<file path="config.mk">
export PLATFORM = sky130hd
export DESIGN_NAME = mbac_top
export DESIGN_NICKNAME = d
export VERILOG_FILES = /design/src/mbac_pkg.sv /design/src/mbac_seg_match.sv /design/src/mbac_top.sv
export SDC_FILE = /design/constraint.sdc
export NUM_CORES = 1
export LEC_CHECK = 0
export ABC_AREA = 0
export ABC_CLOCK_PERIOD_IN_PS = 3300
export BUFFER_PORTS_ARGS = -buffer_cell sky130_fd_sc_hd__buf_2
export CORE_MARGIN = 2
export CORE_UTILIZATION = 44
export DETAILED_ROUTE_END_ITERATION = 6
export GPL_TIMING_DRIVEN = 0
export HOLD_SLACK_MARGIN = 0.05
export PLACE_DENSITY_LB_ADDON = 0.05
export SYNTH_ARGS = -nofsm -noshare
export SYNTH_HDL_FRONTEND = slang
export SYNTH_SLANG_ARGS = --single-unit
</file>
<file path="constraint.sdc">
create_clock -name clk -period 3.3 [get_ports clk]
set_input_delay 0.33 -clock clk [delete_from_list [all_inputs] [get_ports clk]]
set_output_delay 0.33 -clock clk [all_outputs]
set_load 0.02 [all_outputs]
</file>
<file path="src/mbac_pkg.sv">
// mode based access control: shared constants, register map and carrier types
// assumes a single 200 MHz clock domain and an APB register port
`default_nettype none

package mbac_pkg;

	// ==========================================================
	// sizes
	localparam int ADDR_W = 8;
	localparam int NSEG = 4;
	localparam int NPER = 8;
	localparam int SEG_IDX_W = 2;
	localparam int PER_IDX_W = 3;
	localparam int IRQ_W = 2;

	// ==========================================================
	// register map, byte addresses
	localparam logic [ADDR_W-1:0] OFF_PART = 8'h00;
	localparam logic [ADDR_W-1:0] OFF_PTR = 8'h04;
	localparam logic [ADDR_W-1:0] OFF_SEG_ATTR = 8'h08;
	localparam logic [ADDR_W-1:0] OFF_BOOT = 8'h0C;
	localparam logic [ADDR_W-1:0] OFF_USR_GRANT = 8'h10;
	localparam logic [ADDR_W-1:0] OFF_CLS_GRANT = 8'h14;
	localparam logic [ADDR_W-1:0] OFF_IRQ_STAT = 8'h18;
	localparam logic [ADDR_W-1:0] OFF_IRQ_MASK = 8'h1C;

	// address regions: control 0x00-0x1F, segments 0x20-0x3F, peripherals 0x40-0x5F
	localparam int REGION_LSB = 5;
	localparam int REGION_W = 3;
	localparam logic [REGION_W-1:0] REGION_CTRL = 3'h0;
	localparam logic [REGION_W-1:0] REGION_SEG = 3'h1;
	localparam logic [REGION_W-1:0] REGION_PER = 3'h2;
	localparam int SEG_IDX_LSB = 3;
	localparam int SEG_LIM_BIT = 2;
	localparam int PER_IDX_LSB = 2;
	localparam logic [1:0] WORD_ALIGN = 2'h0;

	// ==========================================================
	// fields and reset values
	localparam int SEG_EN_LSB = 0;
	localparam int SEG_RD_LSB = 4;
	localparam int SEG_WR_LSB = 8;
	localparam int SEG_ATTR_W = 12;
	localparam logic [SEG_ATTR_W-1:0] SEG_ATTR_RST = 12'h000;
	localparam int BOOT_DONE_BIT = 0;
	localparam int IRQ_MEM_BIT = 0;
	localparam int IRQ_REG_BIT = 1;
	localparam logic [31:0] PTR_RST = 32'h0000_0000;
	localparam logic [31:0] WORD_RST = 32'h0000_0000;
	localparam logic [NPER-1:0] GRANT_RST = 8'h00;
	localparam logic [IRQ_W-1:0] IRQ_RST = 2'h0;

	// fixed partition, hard-wired; no write path exists
	localparam logic [31:0] PART_BASE = 32'h0000_8000;
	localparam logic [31:0] PART_LIMIT = 32'h0000_8FFF;
	localparam logic [31:0] PART_CFG_VAL = {PART_LIMIT[31:16], PART_BASE[31:16]};

	// peripheral registers every mode may reach (basic cpu operation)
	localparam logic [NPER-1:0] BASIC_MASK = 8'h03;

	// ==========================================================
	// types
	typedef enum logic [2:0] {
		MODE_SYS = 3'h1,
		MODE_USR = 3'h2,
		MODE_CLS = 3'h4
	} mbac_mode_t;

	typedef enum logic [1:0] {
		BOOT_INIT = 2'h1,
		BOOT_RUN = 2'h2
	} mbac_boot_t;

	typedef struct packed {
		logic [31:0] limit;
		logic [31:0] base;
	} mbac_seg_t;

	typedef struct packed {
		logic valid;
		logic write;
		logic [31:0] addr;
	} mbac_mem_req_t;

	typedef struct packed {
		logic done;
		logic grant;
		logic fault;
	} mbac_mem_resp_t;

endpackage

`default_nettype wire

</file>
<file path="src/mbac_seg_match.sv">
// mode based access control: segment window match for one memory request
// purely combinational; the caller registers the verdict
`timescale 1ns/1ps
`default_nettype none

module mbac_seg_match (
	input wire logic [31:0] addr,
	input wire logic write,
	input wire mbac_pkg::mbac_seg_t [mbac_pkg::NSEG-1:0] seg,
	input wire logic [mbac_pkg::SEG_ATTR_W-1:0] attr,
	output logic hit_ok
);
	import mbac_pkg::*;

	logic [NSEG-1:0] ok;

	// ==========================================================
	// per segment window and permission
	genvar g;
	generate
		for (g = 0; g < NSEG; g++) begin : g_seg
			logic perm;
			assign perm = write ? attr[SEG_WR_LSB + g] : attr[SEG_RD_LSB + g];
			// a disabled segment never matches, so reset leaves every segment window closed
			assign ok[g] = attr[SEG_EN_LSB + g] && perm &&
				(addr >= seg[g].base) && (addr <= seg[g].limit);
		end
	endgenerate

	assign hit_ok = |ok;

endmodule // mbac_seg_match

`default_nettype wire

</file>
<file path="src/mbac_top.sv">
// mode based access control: apb register file, peripheral register guard,
// memory partition and segment check, violation exception and interrupt
// assumes cpu_mode and mem_req come from logic on clk; the apb master is the cpu
`timescale 1ns/1ps
`default_nettype none

// Operation
// - partition boundaries hard-wired, never writable
// - segments all disabled after reset
// - firmware boot write completes default setup
// - segment table pointer writable only privileged
// - segment attributes software changeable when privileged
// - mmu control registers privileged mode only
// - privileged mode reaches all peripheral registers
// - unprivileged mode gets only basic registers
// - mmu grant opens single peripheral register
// - grants exist only for user, contactless
// - all other access attributes hard-wired
// - reset restores peripheral values and permissions
module mbac_top (
	input wire logic clk,
	input wire logic reset_n,
	input wire logic ce,
	input wire logic psel,
	input wire logic penable,
	input wire logic pwrite,
	input wire logic [mbac_pkg::ADDR_W-1:0] paddr,
	input wire logic [31:0] pwdata,
	output logic [31:0] prdata,
	output logic pready,
	output logic pslverr,
	input wire mbac_pkg::mbac_mode_t cpu_mode,
	input wire mbac_pkg::mbac_mem_req_t mem_req,
	output var mbac_pkg::mbac_mem_resp_t mem_resp,
	output logic [mbac_pkg::NPER-1:0][31:0] periph_ctrl,
	output logic [31:0] seg_table_ptr,
	output logic violation_exc,
	output logic irq
);
	import mbac_pkg::*;

	// ==========================================================
	// state
	logic [31:0] seg_ptr_q;
	logic [SEG_ATTR_W-1:0] seg_attr_q;
	mbac_seg_t [NSEG-1:0] seg_q;
	logic [NPER-1:0] usr_grant_q;
	logic [NPER-1:0] cls_grant_q;
	logic [NPER-1:0][31:0] per_q;
	logic [IRQ_W-1:0] irq_stat_q;
	logic [IRQ_W-1:0] irq_mask_q;
	mbac_boot_t boot_q;
	logic [31:0] rdata_q;
	logic err_q;
	logic den_q;
	logic exc_q;
	mbac_mem_resp_t resp_q;

	// ==========================================================
	// apb decode
	logic setup;
	logic access;
	logic wr_ok;
	logic sys;
	logic [REGION_W-1:0] region;
	logic [SEG_IDX_W-1:0] seg_idx;
	logic [PER_IDX_W-1:0] per_idx;
	logic mapped;
	logic allow;
	logic ro_viol;
	logic [31:0] rd_val;

	assign setup = psel && !penable;
	assign access = psel && penable;
	assign region = paddr[REGION_LSB +: REGION_W];
	assign seg_idx = paddr[SEG_IDX_LSB +: SEG_IDX_W];
	assign per_idx = paddr[PER_IDX_LSB +: PER_IDX_W];
	assign sys = (cpu_mode == MODE_SYS);

	always_comb begin
		rd_val = WORD_RST;
		mapped = (paddr[1:0] == WORD_ALIGN);
		allow = sys;
		ro_viol = 1'b0;
		case (region)
			REGION_CTRL: begin
				case (paddr)
					OFF_PART: begin
						rd_val = PART_CFG_VAL;
						ro_viol = 1'b1;
					end
					OFF_PTR: rd_val = seg_ptr_q;
					OFF_SEG_ATTR: rd_val = {{(32-SEG_ATTR_W){1'b0}}, seg_attr_q};
					OFF_BOOT: begin
						rd_val = {31'h0, boot_q == BOOT_RUN};
						ro_viol = (boot_q == BOOT_RUN);
					end
					OFF_USR_GRANT: rd_val = {{(32-NPER){1'b0}}, usr_grant_q};
					OFF_CLS_GRANT: rd_val = {{(32-NPER){1'b0}}, cls_grant_q};
					OFF_IRQ_STAT: rd_val = {{(32-IRQ_W){1'b0}}, irq_stat_q};
					OFF_IRQ_MASK: rd_val = {{(32-IRQ_W){1'b0}}, irq_mask_q};
					default: mapped = 1'b0;
				endcase
			end
			REGION_SEG: begin
				rd_val = paddr[SEG_LIM_BIT] ? seg_q[seg_idx].limit : seg_q[seg_idx].base;
			end
			REGION_PER: begin
				rd_val = per_q[per_idx];
				// only user and contactless carry configurable grants
				allow = sys || BASIC_MASK[per_idx] ||
					((cpu_mode == MODE_USR) && usr_grant_q[per_idx]) ||
					((cpu_mode == MODE_CLS) && cls_grant_q[per_idx]);
			end
			default: mapped = 1'b0;
		endcase
	end

	// ==========================================================
	// apb answer: verdict taken in setup, held through the access cycle
	always_ff @(posedge clk or negedge reset_n) begin
		if (!reset_n) begin
			rdata_q <= WORD_RST;
			err_q <= 1'b0;
			den_q <= 1'b0;
		end else if (ce && setup) begin
			den_q <= mapped && !allow;
			err_q <= !mapped || !allow || (pwrite && ro_viol);
			rdata_q <= (mapped && allow && !pwrite) ? rd_val : WORD_RST;
		end
	end

	// a frozen block must stall the bus rather than drop the access
	assign pready = ce;
	assign pslverr = access && err_q;
	assign prdata = rdata_q;
	assign wr_ok = ce && access && pwrite && !err_q;

	// ==========================================================
	// mmu configuration
	always_ff @(posedge clk or negedge reset_n) begin
		if (!reset_n) begin
			seg_ptr_q <= PTR_RST;
		end else if (wr_ok && paddr == OFF_PTR) begin
			seg_ptr_q <= pwdata;
		end
	end

	always_ff @(posedge clk or negedge reset_n) begin
		if (!reset_n) begin
			seg_attr_q <= SEG_ATTR_RST;
		end else if (wr_ok && paddr == OFF_SEG_ATTR) begin
			seg_attr_q <= pwdata[SEG_ATTR_W-1:0];
		end
	end

	always_ff @(posedge clk or negedge reset_n) begin
		if (!reset_n) begin
			for (int i = 0; i < NSEG; i++) begin
				seg_q[i] <= {WORD_RST, WORD_RST};
			end
		end else if (wr_ok && region == REGION_SEG) begin
			if (paddr[SEG_LIM_BIT]) begin
				seg_q[seg_idx].limit <= pwdata;
			end else begin
				seg_q[seg_idx].base <= pwdata;
			end
		end
	end

	always_ff @(posedge clk or negedge reset_n) begin
		if (!reset_n) begin
			usr_grant_q <= GRANT_RST;
			cls_grant_q <= GRANT_RST;
		end else if (wr_ok) begin
			if (paddr == OFF_USR_GRANT) begin
				usr_grant_q <= pwdata[NPER-1:0];
			end
			if (paddr == OFF_CLS_GRANT) begin
				cls_grant_q <= pwdata[NPER-1:0];
			end
		end
	end

	// boot stage: firmware closes it once; later writes are refused
	always_ff @(posedge clk or negedge reset_n) begin
		if (!reset_n) begin
			boot_q <= BOOT_INIT;
		end else if (ce) begin
			case (boot_q)
				BOOT_INIT: begin
					if (wr_ok && paddr == OFF_BOOT && pwdata[BOOT_DONE_BIT]) begin
						boot_q <= BOOT_RUN;
					end
				end
				BOOT_RUN: boot_q <= BOOT_RUN;
				default: boot_q <= BOOT_INIT;
			endcase
		end
	end

	// ==========================================================
	// peripheral control registers
	always_ff @(posedge clk or negedge reset_n) begin
		if (!reset_n) begin
			for (int i = 0; i < NPER; i++) begin
				per_q[i] <= WORD_RST;
			end
		end else if (wr_ok && region == REGION_PER) begin
			per_q[per_idx] <= pwdata;
		end
	end

	assign periph_ctrl = per_q;
	assign seg_table_ptr = seg_ptr_q;

	// ==========================================================
	// memory check: partition is for contactless only, segments gate user
	logic in_part;
	logic seg_ok;
	logic mem_ok;

	mbac_seg_match u_seg (
		.addr(mem_req.addr),
		.write(mem_req.write),
		.seg(seg_q),
		.attr(seg_attr_q),
		.hit_ok(seg_ok)
	);

	assign in_part = (mem_req.addr >= PART_BASE) && (mem_req.addr <= PART_LIMIT);

	always_comb begin
		case (cpu_mode)
			MODE_SYS: mem_ok = !in_part;
			MODE_USR: mem_ok = !in_part && seg_ok && (boot_q == BOOT_RUN);
			MODE_CLS: mem_ok = in_part;
			default: mem_ok = 1'b0;
		endcase
	end

	always_ff @(posedge clk or negedge reset_n) begin
		if (!reset_n) begin
			resp_q <= '0;
		end else if (ce) begin
			resp_q.done <= mem_req.valid;
			resp_q.grant <= mem_req.valid && mem_ok;
			resp_q.fault <= mem_req.valid && !mem_ok;
		end
	end

	assign mem_resp = resp_q;

	// ==========================================================
	// violation exception and interrupt
	logic [IRQ_W-1:0] evt;
	logic [IRQ_W-1:0] clr;

	assign evt[IRQ_MEM_BIT] = mem_req.valid && !mem_ok;
	assign evt[IRQ_REG_BIT] = access && den_q;
	assign clr = (wr_ok && paddr == OFF_IRQ_STAT) ? pwdata[IRQ_W-1:0] : IRQ_RST;

	always_ff @(posedge clk or negedge reset_n) begin
		if (!reset_n) begin
			exc_q <= 1'b0;
		end else if (ce) begin
			exc_q <= |evt;
		end
	end

	// set beats a same-cycle clear so no event is lost
	always_ff @(posedge clk or negedge reset_n) begin
		if (!reset_n) begin
			irq_stat_q <= IRQ_RST;
		end else if (ce) begin
			irq_stat_q <= (irq_stat_q & ~clr) | evt;
		end
	end

	always_ff @(posedge clk or negedge reset_n) begin
		if (!reset_n) begin
			irq_mask_q <= IRQ_RST;
		end else if (wr_ok && paddr == OFF_IRQ_MASK) begin
			irq_mask_q <= pwdata[IRQ_W-1:0];
		end
	end

	assign violation_exc = exc_q;
	assign irq = |(irq_stat_q & irq_mask_q);
endmodule // mbac_top

`default_nettype wire

</file>
==> summary.txt, run 1 <==
Floorplan
  • Initial Utilization: 0.444
  • Core ar.: 75900 um^2
  • Die Area: approximately 80000 um^2
  • Row cnt: 101
  • I/O pin cnt: 410
  • Die X: between 200 and 300 um
  • Die height: 281 um

STA
  • Slew headroom: 0.110
  • Final setup violation count: 0
  • Period minus WS final: 3.25 ns
  • Hold slack final: 0.0896 ns
  • Max Clock Skew: 0.0190 ns
  • TNS Setup: 0 ns
  • Fin. max-slew vios: 0
  • Final Hold Fails: 0
  • RSZ-0062 raised after global routing: no
  • Slew @ Worst Pin: about 1.3 ns
  • F_max: 308 MHz
  • Crit share post-route: 0.985

Pwr
  • Comb pwr share: 0.068
  • Internal power: 12700 uW
  • NetSw: roughly 4300 uW
  • Worst IR Drop VDD: 0.000326 V
  • Switching Share: 0.252
  • Reg power frac: 0.448
  • Leakage Power: 0.0205 uW
  • P per Cell Area: around 430 nW/um^2
  • Clock power frac: 0.484

Route
  • Drt first-iter violations: about 2300
  • WL met2: slightly above 60000 um
  • Vias per cell: roughly 6
  • Final WL: 130000 um
  • Final ANT Viol Nets: 0
  • Router iterations before antenna repair: 5
  • WL/cell: 28.5 um
  • Drt drc: 0
  • M1 wire length: 53200 um
  • DR top layer: met4
  • Metal3 WL: between 9000 and 10000 um
  • Via count: about 27000

Worst setup path
  • R2R Setup Slk: ~0.051 ns
  • Worst EP arrival: 3.73 ns
  • Reg2reg end: mem_resp[0]
  • Launching point of the worst reg2reg path: seg_q[128]
  • Critical Path Fanout Max: 3
  • R2R depth: 9
  • Endpoint class of the critical path: flip-flop
  • CP startpoint kind: flip-flop
  • Critical path class: reg2reg
  • Critical Path RT: 3.78 ns

Logic synthesis
  • Ranking of synthesized cells by area: dfrtp_1 (46%), mux2_2 (11%), ha_1 (9.6%)
  • Syn nets: between 3000 and 4000
  • Ys Warns: 0
  • Synth Flop Type: dfrtp_1
  • Syn Std Cell Area: 33700 um^2
  • FF+latch count, synth: 616
  • Share of the synthesized area in the top cell type: 0.456
  • Yosys cell types: 71
  • Post-synth ARST share: 1.00
  • Synthesized area per cell: 11.3 um^2
  • Post-synthesis sequential area ratio: 0.457
  • Mapped Cells: 2996
  • EDFF count, synth: 0
  • Area leader, netlist: dfrtp_1

CTS
  • Sink Count: 616
  • Root buf cell: clkbuf_16
  • Clk_lat worst skew: ~0.63 ns
  • CTS max path bufs: 3
  • Clock buffer count from CTS: 72
  • CTS tree: built
  • Worst-path clk slew: 0.06 ns
  • H-tree Lvls: 3

Min path
  • Hold depth: 2
  • Hold Crit Class: in2reg
  • Worst hold path startpoint: pwdata[20]
  • Hold path endpoint: periph_ctrl[148]

Global routing
  • First-pass GRT wire length: 189000 um
  • Antenna violations before repair: 2
  • Tot GR Track Use: 0.330
  • Largest net degree at the start of global routing: between 100 and 150
  • Vias in the first global route: 27400
  • Gr ovfl total: 0

Place
  • I/O Buffers: 396
  • Routability cong.: 0.943
  • Post-DP HPWL: around 100000 um

Finish
  • Area Growth Syn to Fin: 17.9%
  • Share of layout cells above drive strength 1: 0.308
  • Nets: approximately 3800

Run
  • MaxCap Viol Count: 0

Run status
  • Outcome: finished, final reports clean
[metrics by stage]
stage | instance area, um^2 | cells | power (uW) | util | worst slack [ns]
6_report | 39800 | 4575 | 17000 | 0.524 | 0.0506
5_1_grt | 39800 | 4575 | 17500 | 0.524 | 0.00584
3_5_place_dp | 37200 | 4428 | 8880 | 0.489 | -0.426
4_1_cts | 39800 | 4573 | 17100 | 0.523 | 0.0227
2_1_floorplan | 33700 | 2996 | 8240 | - | 0.896
3_3_place_gp | 37000 | 4422 | 8830 | 0.487 | -11.38
[layout by cell type (no fill, tap or decap), drive strengths merged, types with 4 or more instances in the layout]
cell type	Yosys	final
and3	8	8
nand2b	5	5
mux2i	60	60
a2111oi	4	4
a22oi	6	6
a221o	5	5
nor4	10	10
nand3	26	26
clkbuf	83	185
o21ai	328	328
a31oi	5	5
a21oi	124	124
inv	261	263
nor3b	6	6
buf	101	503
nor3	21	21
a211oi	13	13
o22ai	26	26
a21o	24	24
nand4	43	43
clkinv	0	15
nor2	46	46
and2	7	7
dlygate4sd3	0	21
nor2b	7	7
dfrtp	615	615
mux2	337	337
a221oi	5	5
bufinv	0	4
a211o	4	4
and4	13	13
a222oi	6	6
ha	258	258
mux4	132	132
nand2	363	363
o211ai	9	9
[registers in the layout, indices dropped and copies added, names as in the netlist]
register       flops
violation_exc      1
cls_grant_q        8
irq_stat_q         2
err_q              1
seg_table_ptr     32
seg_q            256
irq_mask_q         2
usr_grant_q        8
den_q              1
periph_ctrl      256
boot_q             2
prdata            32
mem_resp           3
seg_attr_q        12
[worst max-delay path: stages (launching register included)]
cell and delay, ns:
dfrtp_1 0.40, ha_1 0.28, nand2b_1 0.12, a2111oi_0 0.13, or4_1 0.53, o211ai_1 0.30
a21oi_1 0.28, o32a_1 0.45, o2111ai_1 0.50, nand2_1 0.10
[per-layer routing]
metal | track usage | vias up
met2 | 0.540 | 1069
met4 | 0.133 | 0
met1 | 0.429 | 14000
met5 | 0 | -
met3 | 0.0678 | 228
li1 | - | 11700
[cell usage after synthesis, types with 26 or more instances]
| master | instances |
|---|---|
| dfrtp_1 | 615 |
| nand2_1 | 363 |
| mux2_2 | 331 |
| o21ai_0 | 327 |
| inv_1 | 261 |
| ha_1 | 258 |
| mux4_2 | 132 |
| a21oi_1 | 124 |
| clkbuf_1 | 82 |
| buf_2 | 79 |
| mux2i_1 | 60 |
| nor2_1 | 46 |
| nand4_1 | 43 |
| nand3_1 | 26 |
| o22ai_1 | 26 |
[cells by family (layout without fill, tap and decap cells)]
kind of cell    count (synthesis)  after routing  share of synthesized area
buf+inv                       445            992                     0.0543
fa+ha+maj                     258            258                     0.0957
flops                         616            616                      0.457
compound gates                584            584                     0.0976
mux                           529            529                      0.219
simple gates                  564            564                     0.0767
other cells                     0              2                          0
[layout make-up]
type	instances	area (um^2)
tap	1030	1290
buffer	184	852
timing repair buffer	423	2350
clock buffer	102	2110
inverter	261	980
fill	6905	36200
clock inverter	22	277
multi-input combinational	1935	16500
sequential	616	15400
antenna	2	5.00
[power by group through the flow]
stage          registers [uW]  clock network, uW  logic (uW)
2_1_floorplan            7750                  0         491
3_3_place_gp             7740                  0        1090
3_5_place_dp             7740                  0        1130
4_1_cts                  7600               8310        1160
5_1_grt                  7600               8620        1250
6_report                 7600               8220        1160
[how the worst max path moves through the flow]
| stage | cells past startpoint | start | slack [ns] | end |
|---|---|---|---|---|
| 5_1_grt | 9 | seg_q[128] | 0.006 | irq_stat_q[0] |
| 4_1_cts | 10 | seg_q[174] | 0.02 | irq_stat_q[0] |
| 2_1_floorplan | 10 | mem_req[0] | 0.90 | mem_resp[1] |
| 3_3_place_gp | 1 | reset_n | -11.38 | periph_ctrl[21] |
| 6_report | 9 | seg_q[128] | 0.05 | mem_resp[0] |
| 3_5_place_dp | 9 | paddr[4] | -0.43 | prdata[10] |
[timing repair]
action,CTS,global route
gates resized for setup,0,5
endpoints found under the setup margin,0,11
endpoints found under the hold margin,177,0
setup buffers,0,0
hold buffers,21,0
No activity file was read; power rests on OpenSTA's default activity.
==> run 2, diff against run 1 <==
--- a/config.mk
+++ b/config.mk
@@ -8,6 +8,7 @@
 export ABC_AREA = 0
 export ABC_CLOCK_PERIOD_IN_PS = 3300
 export BUFFER_PORTS_ARGS = -buffer_cell sky130_fd_sc_hd__buf_2
+export CORE_ASPECT_RATIO = 1.4
 export CORE_MARGIN = 2
 export CORE_UTILIZATION = 44
 export DETAILED_ROUTE_END_ITERATION = 6
==> run 2 against run 1 <==
- the run now ends with design-rule violations left
- clock-buffer cell count rose by 2
- hold slack improved by 0.0082 ns
- die area barely moved
- largest power group is now sequential cells
==> summary.txt, run 2 (same netlist as run 1, synthesis figures left out) <==
STA
  • F_max: 312 MHz
  • Period minus WS final: 3.20 ns
  • Final Hold Fails: 0
  • Crit share post-route: 0.970
  • RSZ-0062 raised after global routing: no
  • Worst Setup Slack, final: just under 0.1 ns
  • Fin. max-slew vios: 0
  • Slew headroom: 0.0870
  • TNS Setup: 0 ns
  • Max Clock Skew: between 0.03 and 0.04 ns
  • Slew @ Worst Pin: about 1.4 ns
  • Final setup violation count: 0

CTS
  • CTS tree: built
  • Post-CTS setup buffer count: 0
  • Clock buffer count from CTS: 67
  • H-tree Lvls: 3
  • CTS max path bufs: 3
  • Sink Count: 616
  • Root buf cell: clkbuf_16
  • Clk_lat worst skew: around 0.65 ns
  • Worst-path clk slew: 0.06 ns

Global routing
  • Gr ovfl total: 0
  • Antenna violations before repair: 3
  • Tot GR Track Use: 0.343
  • First-pass GRT wire length: 195000 um
  • Vias in the first global route: 27700
  • Largest net degree at the start of global routing: ~120

Floorplan
  • Die Area: 78900 um^2
  • Die X: 238 um
  • Die height: about 330 um
  • Initial Utilization: 0.443
  • I/O pin cnt: 410
  • Core ar.: 76100 um^2
  • Row cnt: 120

Route
  • Final WL: 135000 um
  • Drt first-iter violations: approximately 2100
  • Final ANT Viol Nets: 0
  • WL/cell: 29.9 um
  • Via count: 26900
  • Drt drc: 2
  • Vias per cell: around 5.9
  • Router iterations before antenna repair: 7

Finish
  • Share of layout cells above drive strength 1: 0.304
  • Nets: 3831
  • Final cell count without fillers: ~4500
  • Design area: 39500 um^2
  • Commonest cells after routing, fill and taps aside: dfrtp_1 (615), buf_2 (475), nand2_1 (363)
  • Area Growth Syn to Fin: 17.1%
  • Commonest non-fill, non-tap cell in the layout: dfrtp_1

Worst setup path
  • Endpoint class of the critical path: flip-flop
  • Critical path class: reg2reg
  • Critical Path RT: about 3.8 ns
  • Worst EP arrival: 3.68 ns
  • CP startpoint kind: flip-flop
  • Launching point of the worst reg2reg path: err_q
  • Crit path launch: err_q
  • Critical Path Fanout Max: 10

Place
  • Post-DP HPWL: 104000 um
  • Worst slack, placed: -0.826 ns
  • I/O Buffers: 396
  • Placed Cells: 4374
  • Routability cong.: 0.920
  • Placement Cell Area: 37100 um^2

Min path
  • Worst hold path startpoint: pwdata[26]
  • Hold Crit Class: in2reg

Run status
  • Outcome: finished with violations
  • Failing checks: design-rule violations

Pwr
  • Leakage Power: between 0.02 and 0.025 uW
  • Worst IR Drop VDD: around 0.00036 V
  • P per Cell Area: 411 nW/um^2
  • Total power: between 15000 and 20000 uW

Run
  • MaxCap Viol Count: 0
run 2: cell count changes in the layout (fill, tap and decap cells not counted), sizes merged:
cell,change
dlygate4sd3,+2
inv,-1
diode,+2
clkinv,-5
clkbuf,+2
bufinv,-4
run 2: critical path, cell delays in order, from the launching register on:
cell and delay, ns:
dfrtp_1 0.48, nor2b_1 0.19, and4_1 0.20, buf_2 0.19, nand4_1 0.33, nor2_1 0.91, clkbuf_1 0.54, o21ai_0 0.18
run 2: cell type report:
class	instances	area, um^2
clock inverter	12	111
multi-input combinational	1935	16500
sequential	616	15400
inverter	261	980
buffer	184	852
antenna	4	10.0
tap	976	1220
fill	6837	36600
timing repair buffer	425	2370
clock buffer	104	2000
run 2: final timing paths:
check / end / slack, ns / cells past startpoint
min in group asynchronous: seg_q[8] / 0.33 / 2
setup / recovery: seg_q[248] / 0.1 / 7
hold / removal: periph_ctrl[58] / 0.1 / 2
setup reg to reg: seg_q[248] / 0.1 / 7
max in group asynchronous: periph_ctrl[153] / 1.29 / 4
hold reg to reg: prdata[10] / 0.49 / 2
run 2: report_power, final:
part / leakage, uW / switching (uW) / internal, uW
registers: 0.00729 / 17.9 / 7580
clock network: 0.00103 / 3270 / 4180
logic: 0.0121 / 852 / 321
total: 0.0204 / 4140 / 12100
run 2: through the flow:
stage / hold slack [ns] / util
floorplan: 0.0344 / -
global placement: 0.464 / 0.485
detailed placement: 0.437 / 0.487
CTS: 0.0540 / 0.519
global route: 0.0963 / 0.519
finish: 0.0978 / 0.519
run 2: timing repair:
| item | CTS | global route |
|---|---|---|
| endpoints found under the hold margin | 229 | 0 |
| hold buffers | 23 | 0 |
| endpoints found under the setup margin | 54 | 7 |
| resized for setup | 8 | 4 |
run 2: routing by layer:
layer,up-vias,share of wire,global-route usage
met5,-,0.00011,0
met4,2,0.069,0.219
met3,301,0.063,0.0635
met2,1047,0.50,0.585
met1,13800,0.37,0.396
li1,11700,-,-
